`src/bac_exec.sv`:
```
`default_nettype none

package bac_pkg;
	localparam int ADDR_W = 8;
	localparam logic [7:0] OPC_BIT_AND = 8'h67;
	localparam logic [7:0] OPC_BIT_CMP = 8'h17;
	localparam int EXEC_CYCLES = 6;
	// Second instruction byte layout
	localparam int B2_ADDR_LSB = 4;
	localparam int B2_BIT_LSB = 1;
	localparam int B2_FORM = 0;
	// Flag positions in the flags byte
	localparam int FLG_C = 7;
	localparam int FLG_Z = 6;
	localparam int FLG_S = 5;
	localparam int FLG_V = 4;
	localparam int FLG_D = 3;
	localparam int FLG_H = 2;
	// Register byte offsets
	localparam logic [ADDR_W-1:0] ADDR_CTRL = 8'h00;
	localparam logic [ADDR_W-1:0] ADDR_STAT = 8'h04;
	localparam logic [ADDR_W-1:0] ADDR_INSTR = 8'h08;
	localparam logic [ADDR_W-1:0] ADDR_WREG = 8'h0C;
	localparam logic [ADDR_W-1:0] ADDR_FREG = 8'h10;
	localparam logic [ADDR_W-1:0] ADDR_FLAGS = 8'h14;
	localparam int CTRL_GO = 0;
	localparam int STAT_BUSY = 0;
	localparam int STAT_DONE = 1;
	localparam int STAT_ILLEGAL = 2;
	localparam logic [1:0] RESP_OKAY = 2'h0;
	localparam logic [1:0] RESP_SLVERR = 2'h2;
	localparam logic [1:0] RESP_DECERR = 2'h3;
	typedef enum logic {PH_IDLE, PH_RUN} bac_phase_t;
	typedef enum logic [2:0] {SEL_CTRL, SEL_STAT, SEL_INSTR, SEL_WREG, SEL_FREG, SEL_FLAGS,
		SEL_NONE} bac_sel_t;
endpackage

module bac_exec
	import bac_pkg::*;
(
	input wire logic [7:0] opcode,
	input wire logic [7:0] ctl,
	input wire logic [7:0] wval,
	input wire logic [7:0] fval,
	input wire logic [7:0] flg_in,
	output logic [7:0] w_out,
	output logic [7:0] f_out,
	output logic [7:0] flg_out,
	output logic legal
);
	logic [2:0] b;
	logic res;

	// Overflow is undefined after both operations; it is simply left as it was
	always_comb
	begin
		b = ctl[B2_BIT_LSB +: 3];
		res = 1'b0;
		w_out = wval;
		f_out = fval;
		flg_out = flg_in;
		legal = 1'b0;
		case (opcode)
			OPC_BIT_AND:
			begin
				legal = 1'b1;
				if (!ctl[B2_FORM])
				begin
					res = wval[0] & fval[b];
					w_out[0] = res;
				end
				else
				begin
					res = fval[b] & wval[0];
					f_out[b] = res;
				end
				flg_out[FLG_Z] = ~res;
				flg_out[FLG_S] = 1'b0;
			end
			OPC_BIT_CMP:
			begin
				if (!ctl[B2_FORM])
				begin
					legal = 1'b1;
					flg_out[FLG_Z] = (wval[0] == fval[b]);
					flg_out[FLG_S] = 1'b0;
				end
			end
			default:
			begin
				legal = 1'b0;
			end
		endcase
	end
endmodule

`default_nettype wire

```
`src/bac_top.sv`:
```
// The implementer's own choices: the register addresses and the AXI4-Lite slave port.
`default_nettype none

module bac_top
	import bac_pkg::*;
(
	input wire logic REF_CLK,
	input wire logic RST,
	input wire logic [ADDR_W-1:0] AWADDR,
	input wire logic AWVALID,
	output logic AWREADY,
	input wire logic [31:0] WDATA,
	input wire logic [3:0] WSTRB,
	input wire logic WVALID,
	output logic WREADY,
	output logic [1:0] BRESP,
	output logic BVALID,
	input wire logic BREADY,
	input wire logic [ADDR_W-1:0] ARADDR,
	input wire logic ARVALID,
	output logic ARREADY,
	output logic [31:0] RDATA,
	output logic [1:0] RRESP,
	output logic RVALID,
	input wire logic RREADY,
	output logic BUSY
);
	localparam logic [2:0] LAST_CNT = 3'(EXEC_CYCLES - 1);

	typedef struct packed {
		bac_phase_t phase;
		logic [2:0] cnt;
		logic done;
		logic illegal;
		logic [23:0] instr;
		logic [7:0] wreg;
		logic [7:0] freg;
		logic [7:0] flags;
		logic aw_have;
		logic [ADDR_W-1:0] aw_addr;
		logic w_have;
		logic [31:0] w_data;
		logic [3:0] w_strb;
		logic awready;
		logic wready;
		logic bvalid;
		logic [1:0] bresp;
		logic arready;
		logic rvalid;
		logic [31:0] rdata;
		logic [1:0] rresp;
		logic busy;
	} bac_state_t;

	bac_state_t s_reg;
	bac_state_t s_next;
	logic [7:0] w_res;
	logic [7:0] f_res;
	logic [7:0] flg_res;
	logic legal;
	logic go;
	logic clear_done;
	logic commit;

	function automatic bac_sel_t bac_decode(input logic [ADDR_W-1:0] a);
		case (a)
			ADDR_CTRL: return SEL_CTRL;
			ADDR_STAT: return SEL_STAT;
			ADDR_INSTR: return SEL_INSTR;
			ADDR_WREG: return SEL_WREG;
			ADDR_FREG: return SEL_FREG;
			ADDR_FLAGS: return SEL_FLAGS;
			default: return SEL_NONE;
		endcase
	endfunction

	function automatic logic [31:0] bac_merge(input logic [31:0] old, input logic [31:0] d,
		input logic [3:0] strb);
		logic [31:0] r;
		r = old;
		for (int i = 0; i < 4; i++)
			if (strb[i])
				r[8*i +: 8] = d[8*i +: 8];
		return r;
	endfunction

	// Byte three (full register address) is held in instr[23:16]; the core is given only bytes one and two
	bac_exec u_exec (
		.opcode(s_reg.instr[7:0]),
		.ctl(s_reg.instr[15:8]),
		.wval(s_reg.wreg),
		.fval(s_reg.freg),
		.flg_in(s_reg.flags),
		.w_out(w_res),
		.f_out(f_res),
		.flg_out(flg_res),
		.legal(legal)
	);

	assign commit = (s_reg.phase == PH_RUN) && (s_reg.cnt == LAST_CNT);

	always_comb
	begin
		s_next = s_reg;
		go = 1'b0;
		clear_done = 1'b0;
		if (AWVALID && s_reg.awready)
		begin
			s_next.aw_have = 1'b1;
			s_next.aw_addr = AWADDR;
		end
		if (WVALID && s_reg.wready)
		begin
			s_next.w_have = 1'b1;
			s_next.w_data = WDATA;
			s_next.w_strb = WSTRB;
		end
		if (s_reg.bvalid && BREADY)
			s_next.bvalid = 1'b0;
		if (s_reg.aw_have && s_reg.w_have && !s_reg.bvalid)
		begin
			s_next.aw_have = 1'b0;
			s_next.w_have = 1'b0;
			s_next.bvalid = 1'b1;
			s_next.bresp = RESP_OKAY;
			// Operands are frozen while running so the result matches what was loaded
			if (s_reg.busy && bac_decode(s_reg.aw_addr) != SEL_STAT
				&& bac_decode(s_reg.aw_addr) != SEL_NONE)
				s_next.bresp = RESP_SLVERR;
			else
			begin
				case (bac_decode(s_reg.aw_addr))
					SEL_CTRL: go = s_reg.w_strb[0] & s_reg.w_data[CTRL_GO];
					SEL_STAT: clear_done = s_reg.w_strb[0] & s_reg.w_data[STAT_DONE];
					SEL_INSTR: s_next.instr = 24'(bac_merge({8'h00, s_reg.instr}, s_reg.w_data,
						s_reg.w_strb));
					SEL_WREG: s_next.wreg = 8'(bac_merge({24'h000000, s_reg.wreg}, s_reg.w_data,
						s_reg.w_strb));
					SEL_FREG: s_next.freg = 8'(bac_merge({24'h000000, s_reg.freg}, s_reg.w_data,
						s_reg.w_strb));
					SEL_FLAGS: s_next.flags = 8'(bac_merge({24'h000000, s_reg.flags}, s_reg.w_data,
						s_reg.w_strb));
					default: s_next.bresp = RESP_DECERR;
				endcase
			end
		end
		if (s_reg.rvalid && RREADY)
			s_next.rvalid = 1'b0;
		if (ARVALID && s_reg.arready)
		begin
			s_next.rvalid = 1'b1;
			s_next.rresp = RESP_OKAY;
			s_next.rdata = 32'h00000000;
			case (bac_decode(ARADDR))
				SEL_CTRL: s_next.rdata = 32'h00000000;
				SEL_STAT: s_next.rdata = {29'h0, s_reg.illegal, s_reg.done, s_reg.busy};
				SEL_INSTR: s_next.rdata = {8'h00, s_reg.instr};
				SEL_WREG: s_next.rdata = {24'h000000, s_reg.wreg};
				SEL_FREG: s_next.rdata = {24'h000000, s_reg.freg};
				SEL_FLAGS: s_next.rdata = {24'h000000, s_reg.flags};
				default: s_next.rresp = RESP_DECERR;
			endcase
		end
		case (s_reg.phase)
			PH_IDLE:
			begin
				if (go)
				begin
					s_next.phase = PH_RUN;
					s_next.cnt = 3'h0;
				end
			end
			PH_RUN:
			begin
				s_next.cnt = s_reg.cnt + 3'h1;
				if (commit)
				begin
					s_next.phase = PH_IDLE;
					s_next.wreg = w_res;
					s_next.freg = f_res;
					s_next.flags = flg_res;
					s_next.illegal = ~legal;
				end
			end
			default: s_next.phase = PH_IDLE;
		endcase
		// Completion beats a clear arriving in the same cycle
		s_next.done = commit | (s_reg.done & ~clear_done);
		s_next.busy = (s_next.phase == PH_RUN);
		s_next.awready = ~s_next.aw_have & ~s_next.bvalid;
		s_next.wready = ~s_next.w_have & ~s_next.bvalid;
		s_next.arready = ~s_next.rvalid;
	end

	always_ff @(posedge REF_CLK)
	begin
		if (RST)
			s_reg <= '0;
		else
			s_reg <= s_next;
	end

	assign AWREADY = s_reg.awready;
	assign WREADY = s_reg.wready;
	assign BVALID = s_reg.bvalid;
	assign BRESP = s_reg.bresp;
	assign ARREADY = s_reg.arready;
	assign RVALID = s_reg.rvalid;
	assign RDATA = s_reg.rdata;
	assign RRESP = s_reg.rresp;
	assign BUSY = s_reg.busy;

	logic is_and;
	logic is_cmp;
	logic form;
	logic [2:0] bpos;
	assign is_and = commit && s_reg.instr[7:0] == OPC_BIT_AND;
	assign is_cmp = commit && s_reg.instr[7:0] == OPC_BIT_CMP;
	assign form = s_reg.instr[8 + B2_FORM];
	assign bpos = s_reg.instr[8 + B2_BIT_LSB +: 3];

	property p_and_form0;
		@(posedge REF_CLK) disable iff (RST)
		is_and && !form |=> s_reg.wreg[0] == $past(s_reg.wreg[0] & s_reg.freg[bpos]);
	endproperty
	a_and_form0: assert property (p_and_form0)
		else $error("bit-AND form 0 result wrong");

	property p_and_keep0;
		@(posedge REF_CLK) disable iff (RST)
		is_and && !form |=> s_reg.wreg[7:1] == $past(s_reg.wreg[7:1])
			&& s_reg.freg == $past(s_reg.freg);
	endproperty
	a_and_keep0: assert property (p_and_keep0)
		else $error("bit-AND form 0 disturbed other bits");

	property p_and_form1;
		@(posedge REF_CLK) disable iff (RST)
		is_and && form |=> s_reg.freg[$past(bpos)] == $past(s_reg.freg[bpos] & s_reg.wreg[0])
			&& s_reg.wreg == $past(s_reg.wreg);
	endproperty
	a_and_form1: assert property (p_and_form1)
		else $error("bit-AND form 1 result or source wrong");

	property p_and_flags;
		@(posedge REF_CLK) disable iff (RST)
		is_and |=> s_reg.flags[FLG_Z] == (s_reg.wreg[0] == 1'b0 || form) && !form
			|| s_reg.flags[FLG_Z] == !s_reg.freg[$past(bpos)] && form;
	endproperty
	a_and_flags: assert property (p_and_flags)
		else $error("bit-AND zero flag wrong");

	property p_keep_cdh;
		@(posedge REF_CLK) disable iff (RST)
		commit |=> (!s_reg.flags[FLG_S] || s_reg.illegal)
			&& {s_reg.flags[FLG_C], s_reg.flags[FLG_D], s_reg.flags[FLG_H]}
			== $past({s_reg.flags[FLG_C], s_reg.flags[FLG_D], s_reg.flags[FLG_H]});
	endproperty
	a_keep_cdh: assert property (p_keep_cdh)
		else $error("sign flag not cleared or kept flags disturbed");

	property p_six_cycles;
		@(posedge REF_CLK) disable iff (RST)
		go && !s_reg.busy |=> s_reg.busy [*6] ##1 (!s_reg.busy && s_reg.done);
	endproperty
	a_six_cycles: assert property (p_six_cycles)
		else $error("execution did not take six cycles");

	property p_cmp_zero;
		@(posedge REF_CLK) disable iff (RST)
		is_cmp && !form |=> s_reg.flags[FLG_Z] == $past(s_reg.wreg[0] == s_reg.freg[bpos])
			&& !s_reg.flags[FLG_S];
	endproperty
	a_cmp_zero: assert property (p_cmp_zero)
		else $error("bit-compare zero flag wrong");

	property p_cmp_keep;
		@(posedge REF_CLK) disable iff (RST)
		is_cmp |=> s_reg.wreg == $past(s_reg.wreg) && s_reg.freg == $past(s_reg.freg)
			&& s_reg.illegal == $past(form);
	endproperty
	a_cmp_keep: assert property (p_cmp_keep)
		else $error("bit-compare changed an operand or misdecoded");
endmodule

`default_nettype wire

```
`config.mk`:
```
export PLATFORM = sky130hd
export DESIGN_NAME = bac_top
export DESIGN_NICKNAME = d
export VERILOG_FILES = /design/src/bac_exec.sv /design/src/bac_top.sv
export SDC_FILE = /design/constraint.sdc
export NUM_CORES = 1
export LEC_CHECK = 0
export BUFFER_PORTS_ARGS = -buffer_cell sky130_fd_sc_hd__buf_2
export CAP_MARGIN = 15
export CORE_MARGIN = 2
export CORE_UTILIZATION = 51
export DETAILED_ROUTE_END_ITERATION = 10
export GPL_TIMING_DRIVEN = 0
export MAX_ROUTING_LAYER = met4
export PLACE_DENSITY = 0.76
export SLEW_MARGIN = 0
export SYNTH_ARGS = -nofsm -noshare
export SYNTH_HDL_FRONTEND = slang
export SYNTH_SLANG_ARGS = --single-unit
```
`constraint.sdc`:
```
create_clock -name REF_CLK -period 3.35 [get_ports REF_CLK]
set_input_delay 0.67 -clock REF_CLK [delete_from_list [all_inputs] [get_ports REF_CLK]]
set_output_delay 0.67 -clock REF_CLK [all_outputs]
set_load 0.05 [all_outputs]
```
==> flow_summary.yaml, run 1 <==
status:
  status: "finished clean"
layout:
  n_antenna_cell: 0
  stdcell_area_um2: 7100
  layout-drive-gt1-share_pct: 22.2
  largest_reg_flops: 86
  nets: 862
  post-route-util_pct: 62.7
  synthToLayoutAreaGrowth_pct: 21.1
  fillCellCount: 1004
power_and_ir_drop:
  peakVddDrop_mv: 0.375
  power_density_nw_per_um2: 507
  power_mw: 3.60
  cellLeakagePower_nw: 2.80
die:
  dieArea_um2: 12400
  fp.dieH_um: 111
  initial_core_util_pct: 51.8
  core_um2: 11300
  io_pins: 101
  fp-row-count: 39
  die_x_um: 111
timing:
  period_needed_ns: 3.18
  fmax_ghz: 0.315
  hold_violations: 0
  hold_ws_ns: 0.451
  final_min_period_over_clock_period_pct: 94.9
  slew_headroom_pct: 51.9
  setup-tns-final_ns: 0
  finClkSkew_ns: 0.00753
  rsz0062_at_grt: "false"
  finalSetupViolations: 0
  worst_pin_slew_ns: 0.722
  finalMaxSlewViolations: 0
critical_path:
  cp.required_ns: 3.70
  crit_start: "ARADDR[7]"
  r2r_cells: 8
  path_max_fanout: 10
  arrival_ns: 3.52
  cp_slowest_cell: "or4_1"
  timing.rr.end: "s_reg[99]"
  r2r_start: "bpos[2]"
  cp_cell_sequence: "buf_2 -> or4_1 -> nor3b_4 -> clkbuf_4 -> inv_1 -> ha_1 -> or2_2 -> clkbuf_1 -> nor3_4 -> buf_4 -> a32oi_1 -> nor2_1"
  critical_path.endpoint_type: "register"
  start_kind: "input port"
  r2r_slack_ns: 0.82
  timing_worst_setup_path_type: "in -> reg"
  cp_slowest_stage_delay_ns: 0.61
cts:
  path_clk_slew_ns: 0.05
  clockBufferDepth: 2
  cts_made_buffers: 17
  htreeDepth: 4
  cts_root_buffer: "clkbuf_16"
  cts_tree: "done"
  cts_sinks: 123
  clk_latency_ns: 0.42
route:
  routedWlPerCell_um: 17.2
  drtAntennaViolNets: 0
  drc: 0
  routed_wirelength_um: 16400
  drtIter0Drc: 318
  via_count: 5528
  routed_via_density: 5.79
  firstDrtPassIters: 5
grt:
  grt.total_usage_pct: 27.5
  grt_max_degree: 17
  antenna_found_initial: 0
  overflow: 0
  grt_pass1_vias: 5294
  grt_pass1_wl_um: 26400
synth:
  netlist_instances: 689
  synth_edf_count: 0
  yosysSeqAreaShare_pct: 42.0
  ys_warn_count: 0
  synth_area_um2: 5860
  yosysMostFrequentCell: "dfxtp_1"
  yosysTopAreaCellShare_pct: 42.0
  yosysTopAreaCell: "dfxtp_1"
  ys_types: 71
  avgSynthCellArea_um2: 8.51
  postSynth.asyncResetShare_pct: 0
  ys_seq_elements: 123
  synthTopCellsByArea: "dfxtp_1 42%, nand2_1 7.4%, a21oi_1 6.0%, buf_4 4.6%, nor2_1 2.9%"
  synth_commonest_cells: "123 x dfxtp_1, 115 x nand2_1, 70 x a21oi_1"
  ys.flop_type: "dfxtp_1"
place:
  portBuffers: 81
  gp_congestion: 0.955
  place_area_um2: 6470
  dp_hpwl_um: 12000
hold_path:
  hold_class: "reg -> reg"
  min_path_cells: 2
  holdPathEnd: "RDATA[3]"
  hp-start: "RDATA[3]"
flow_run:
  maxCapViolations: 0
## power by group
part	internal, mW	switching, mW
clock	1.16	0.656
sequential	1.49	0.0326
combinational	0.0843	0.172
## through the flow
| step | std cells | worst slack (ns) |
|---|---|---|
| 6_report | 955 | 0.171 |
| 5_1_grt | 955 | 0.00204 |
| 4_1_cts | 952 | 0.0182 |
| 3_5_place_dp | 920 | -0.587 |
| 3_3_place_gp | 920 | -0.508 |
| 2_1_floorplan | 696 | 0.0416 |
## area by class of cell
class                   count  area (um2)  area share, %
repair buffers             84         428           6.03
multi-input cells         484        2910           40.9
plain buffers              80         503           7.09
clock inverters            12         148           2.08
clock buffers              20         437           6.15
inverters                   9        33.8          0.476
flip-flops and latches    123        2460           34.7
well taps                 143         179           2.52
## cells in the final DEF (no fill, tap or decap), types with 10 or more instances in the layout
| cell | count |
|---|---|
| nand2_1 | 115 |
| a32oi_1 | 18 |
| dfxtp_1 | 123 |
| clkbuf_16 | 17 |
| a22oi_1 | 12 |
| o21ai_0 | 23 |
| nand4_1 | 26 |
| buf_4 | 40 |
| nand3_1 | 12 |
| clkbuf_1 | 34 |
| a21oi_1 | 70 |
| nor2b_1 | 10 |
| mux2i_1 | 17 |
| buf_2 | 84 |
| nor2_1 | 46 |
## worst max-delay path: cells and delay by family
kind	cells	cell delay, ns
compound gates	1	0.11
fa+ha+maj	1	0.27
buf+inv	5	0.84
simple gates	5	1.63
## how the worst max path moves through the flow
| stage | end | slack (ns) | cells after the start |
|---|---|---|---|
| 6_report | RDATA[23] | 0.17 | 12 |
| 3_3_place_gp | RDATA[19] | -0.51 | 12 |
| 4_1_cts | RDATA[23] | 0.02 | 12 |
| 3_5_place_dp | RDATA[23] | -0.59 | 12 |
| 5_1_grt | RDATA[23] | 0.002 | 12 |
| 2_1_floorplan | RDATA[14] | 0.04 | 11 |
## cell families after synthesis
kind of cell / after synthesis / share of synthesized area, %
multiplexers: 23 / 4.06
other: 1 / 0.0640
AO/OA/AOI/OAI: 164 / 17.6
adder cells (fa/ha/maj): 4 / 0.854
AND/OR/NAND/NOR: 284 / 26.2
flip-flops: 123 / 42.0
buffers and inverters: 89 / 9.07
XOR/XNOR: 1 / 0.149
## repair_timing
| action | in CTS | in global routing |
|---|---|---|
| hold buffers | 0 | 0 |
| endpoints found under the setup margin | 10 | 10 |
| pin swaps | 0 | 2 |
| resized for setup | 2 | 3 |
| setup buffers | 0 | 3 |
## metal layers
layer	vias to the layer above	share of wire, %	global-route usage [%]
met3	38	7.6	5.30
met1	2590	43	34.5
met4	0	2.9	12.2
met5	-	0	-
met2	233	47	43.3
li1	2667	-	-
(Power assumes the default switching activity.)
==> run 2: changes to the inputs <==
--- a/config.mk
+++ b/config.mk
@@ -5,6 +5,7 @@
 export SDC_FILE = /design/constraint.sdc
 export NUM_CORES = 1
 export LEC_CHECK = 0
+export ABC_AREA = 1
 export BUFFER_PORTS_ARGS = -buffer_cell sky130_fd_sc_hd__buf_2
 export CAP_MARGIN = 15
 export CORE_MARGIN = 2
==> flow_summary.yaml, run 2 <==
critical_path:
  crit_family: "simple AND/OR/NAND/NOR gates"
  crit_buf_inv: 4
  critical_path.endpoint_type: "register"
  cp_slowest_stage_delay_ns: 0.41
  cp_cell_sequence: "buf_2 -> nor2_4 -> nand2_1 -> nor2_1 -> inv_1 -> ha_1 -> inv_1 -> nand2_2 -> nand2_2 -> nor4_4 -> buf_6 -> nand2_2 -> a21oi_2"
  cp.required_ns: 3.69
  arrival_ns: 2.70
  r2r_start: "bpos[2]"
  path_max_fanout: 10
  start_kind: "input port"
  cp_slowest_cell: "nor4_4"
  crit_start: "ARADDR[1]"
  timing_worst_setup_path_type: "in -> reg"
  cpMostUsedCell: "nand2_2"
grt:
  overflow: 0
  grt.met3_usage_pct: 4.14
  grt_pass1_vias: 5263
  grt_pass1_wl_um: 25100
  grt_max_degree: 17
  grtUsageMet2_pct: 41.8
  grt.total_usage_pct: 25.8
  antenna_found_initial: 0
  busiest_layer: "met2"
  grt_use_met1_pct: 32.5
place:
  portBuffers: 81
  gp_congestion: 1.02
  place_ws_ns: 0.556
  dp_hpwl_um: 11200
  dpl.cell_count: 1043
route:
  drtIter0Drc: 441
  firstDrtPassIters: 5
  via_count: 5648
  drc: 0
  routed_via_density: 5.25
  drtAntennaViolNets: 0
  routed_wirelength_um: 15400
  routedWlPerCell_um: 14.3
die:
  die_x_um: 112
  dieArea_um2: 12500
  initial_core_util_pct: 52.0
  fp.dieH_um: 112
  fp-row-count: 39
  core_um2: 11400
  io_pins: 101
layout:
  seqCellArea_um2: 2460
  multi_input_area_um2: 2740
  largest_reg_flops: 86
  final-instance-count-excl-fill: 1075
  fillCellCount: 1044
  n_antenna_cell: 0
  layout_common_cells: "130 x nand2_1, 123 x dfxtp_1, 100 x nor2_1"
  synthToLayoutAreaGrowth_pct: 21.0
  nets: 982
  post-route-util_pct: 62.9
  final_common_cell: "nand2_1"
  layout-drive-gt1-share_pct: 22.6
power_and_ir_drop:
  p_int_mw: 2.79
  p_sw_mw: 0.990
  clock_power_share_pct: 52.0
  cellLeakagePower_nw: 3.05
  power_density_nw_per_um2: 529
  peakVddDrop_mv: 0.317
  power_mw: 3.78
  switching_share_pct: 26.2
  sequentialPowerShare_pct: 40.5
  pwr-share-comb_pct: 7.6
synth:
  postSynth.asyncResetShare_pct: 0
  synthXorXnorAreaFrac_pct: 0.148
  ys_types: 45
  synth_compound_area_share_pct: 16.6
  synth_top_family_by_area: "simple AND/OR/NAND/NOR gates"
  synth_edf_count: 0
  synth.area.mux_share_pct: 0
  yosysTopAreaCell: "dfxtp_1"
  ys.flop_type: "dfxtp_1"
  ys_seq_elements: 123
  ys_warn_count: 0
  yosys.area_share.simple_pct: 28.2
  synthTopCellsByArea: "dfxtp_1 42%, nand2_1 8.3%, o21ai_0 6.6%, nor2_1 6.4%, a21oi_1 6.2%"
  synth_area_um2: 5910
  yosysMostFrequentCell: "nand2_1"
  netlist_instances: 812
  synth_commonest_cells: "130 x nand2_1, 123 x dfxtp_1, 100 x nor2_1"
  yosysSeqAreaShare_pct: 41.7
  yosysTopAreaCellShare_pct: 41.7
  yosys.area_share.adder_pct: 0.847
  avgSynthCellArea_um2: 7.28
cts:
  cts_made_buffers: 17
  cts_resized: 0
  path_clk_slew_ns: 0.06
  clk_latency_ns: 0.42
  cts_sinks: 123
  cts_hold_buf: 0
  cts_tree: "done"
  htreeDepth: 4
  cts_root_buffer: "clkbuf_16"
  cts_setup_buffers: 0
  clockBufferDepth: 2
timing:
  finalSetupViolations: 0
  hold_violations: 0
  final_min_period_over_clock_period_pct: 70.4
  rsz0062_at_grt: "false"
  setup-tns-final_ns: 0
  period_needed_ns: 2.36
  fin_ws_ns: 0.992
  fmax_ghz: 0.424
  slew_headroom_pct: 50.8
  worst_pin_slew_ns: 0.738
  finalMaxSlewViolations: 0
  finClkSkew_ns: 0.00710
status:
  status: "finished clean"
hold_path:
  hp-start: "s_reg[107]"
  hold_class: "reg -> reg"
flow_run:
  maxCapViolations: 0
==> run 2: power by group through the flow <==
stage                     clock, mW  combinational (mW)  sequential (mW)
final                          1.97               0.286             1.53
after global routing           2.04               0.316             1.53
after CTS                      1.97               0.285             1.53
after detailed placement          0               0.283             1.56
after global placement            0               0.280             1.56
after floorplan                   0               0.186             1.57
==> run 2: cells by family (layout without fill, tap and decap cells) <==
logic type      count (synthesis)  count (layout)
fa+ha+maj                       4               4
flops                         123             123
xor+xnor                        1               1
buf+inv                       152             265
other cells                     1               8
compound gates                178             178
simple gates                  353             353
==> run 2: final timing paths <==
kind                end  depth (start not counted)  slack (ns)
max           RDATA[16]                         13        0.99
min          s_reg[107]                          2        0.45
max reg2reg   s_reg[96]                         13        1.15
min reg2reg  s_reg[107]                          2        0.45
==> run 2: layout make-up <==
| type | count | share of cell area [%] |
|---|---|---|
| repair buffers | 81 | 5.67 |
| clock buffers | 17 | 5.95 |
| well taps | 143 | 2.50 |
| multi-input cells | 544 | 38.3 |
| inverters | 85 | 4.53 |
| clock inverters | 15 | 2.87 |
| plain buffers | 67 | 5.76 |
| flip-flops and latches | 123 | 34.4 |
==> run 2: worst reg2reg max path: cells and delay by family (launching register included) <==
kind | cells | cell delay (ns)
AOI/OAI and AO/OA | 3 | 0.46
and+or+nand+nor | 6 | 0.66
DFF | 1 | 0.29
adders and majority gates | 1 | 0.25
buffers and inverters | 3 | 0.44
==> run 2: per-layer routing <==
metal,wire (um),share of wire (%)
met1,6720,44
met2,7210,47
met3,1120,7.3
met4,308,2.0
met5,0,0
==> run 2: metrics by stage <==
stage | hold slack (ns) | area (um2)
6_report | 0.451 | 7150
5_1_grt | 0.475 | 7150
4_1_cts | 0.446 | 7150
3_5_place_dp | 0.437 | 6520
3_3_place_gp | 0.436 | 6520
2_1_floorplan | 0.423 | 5930
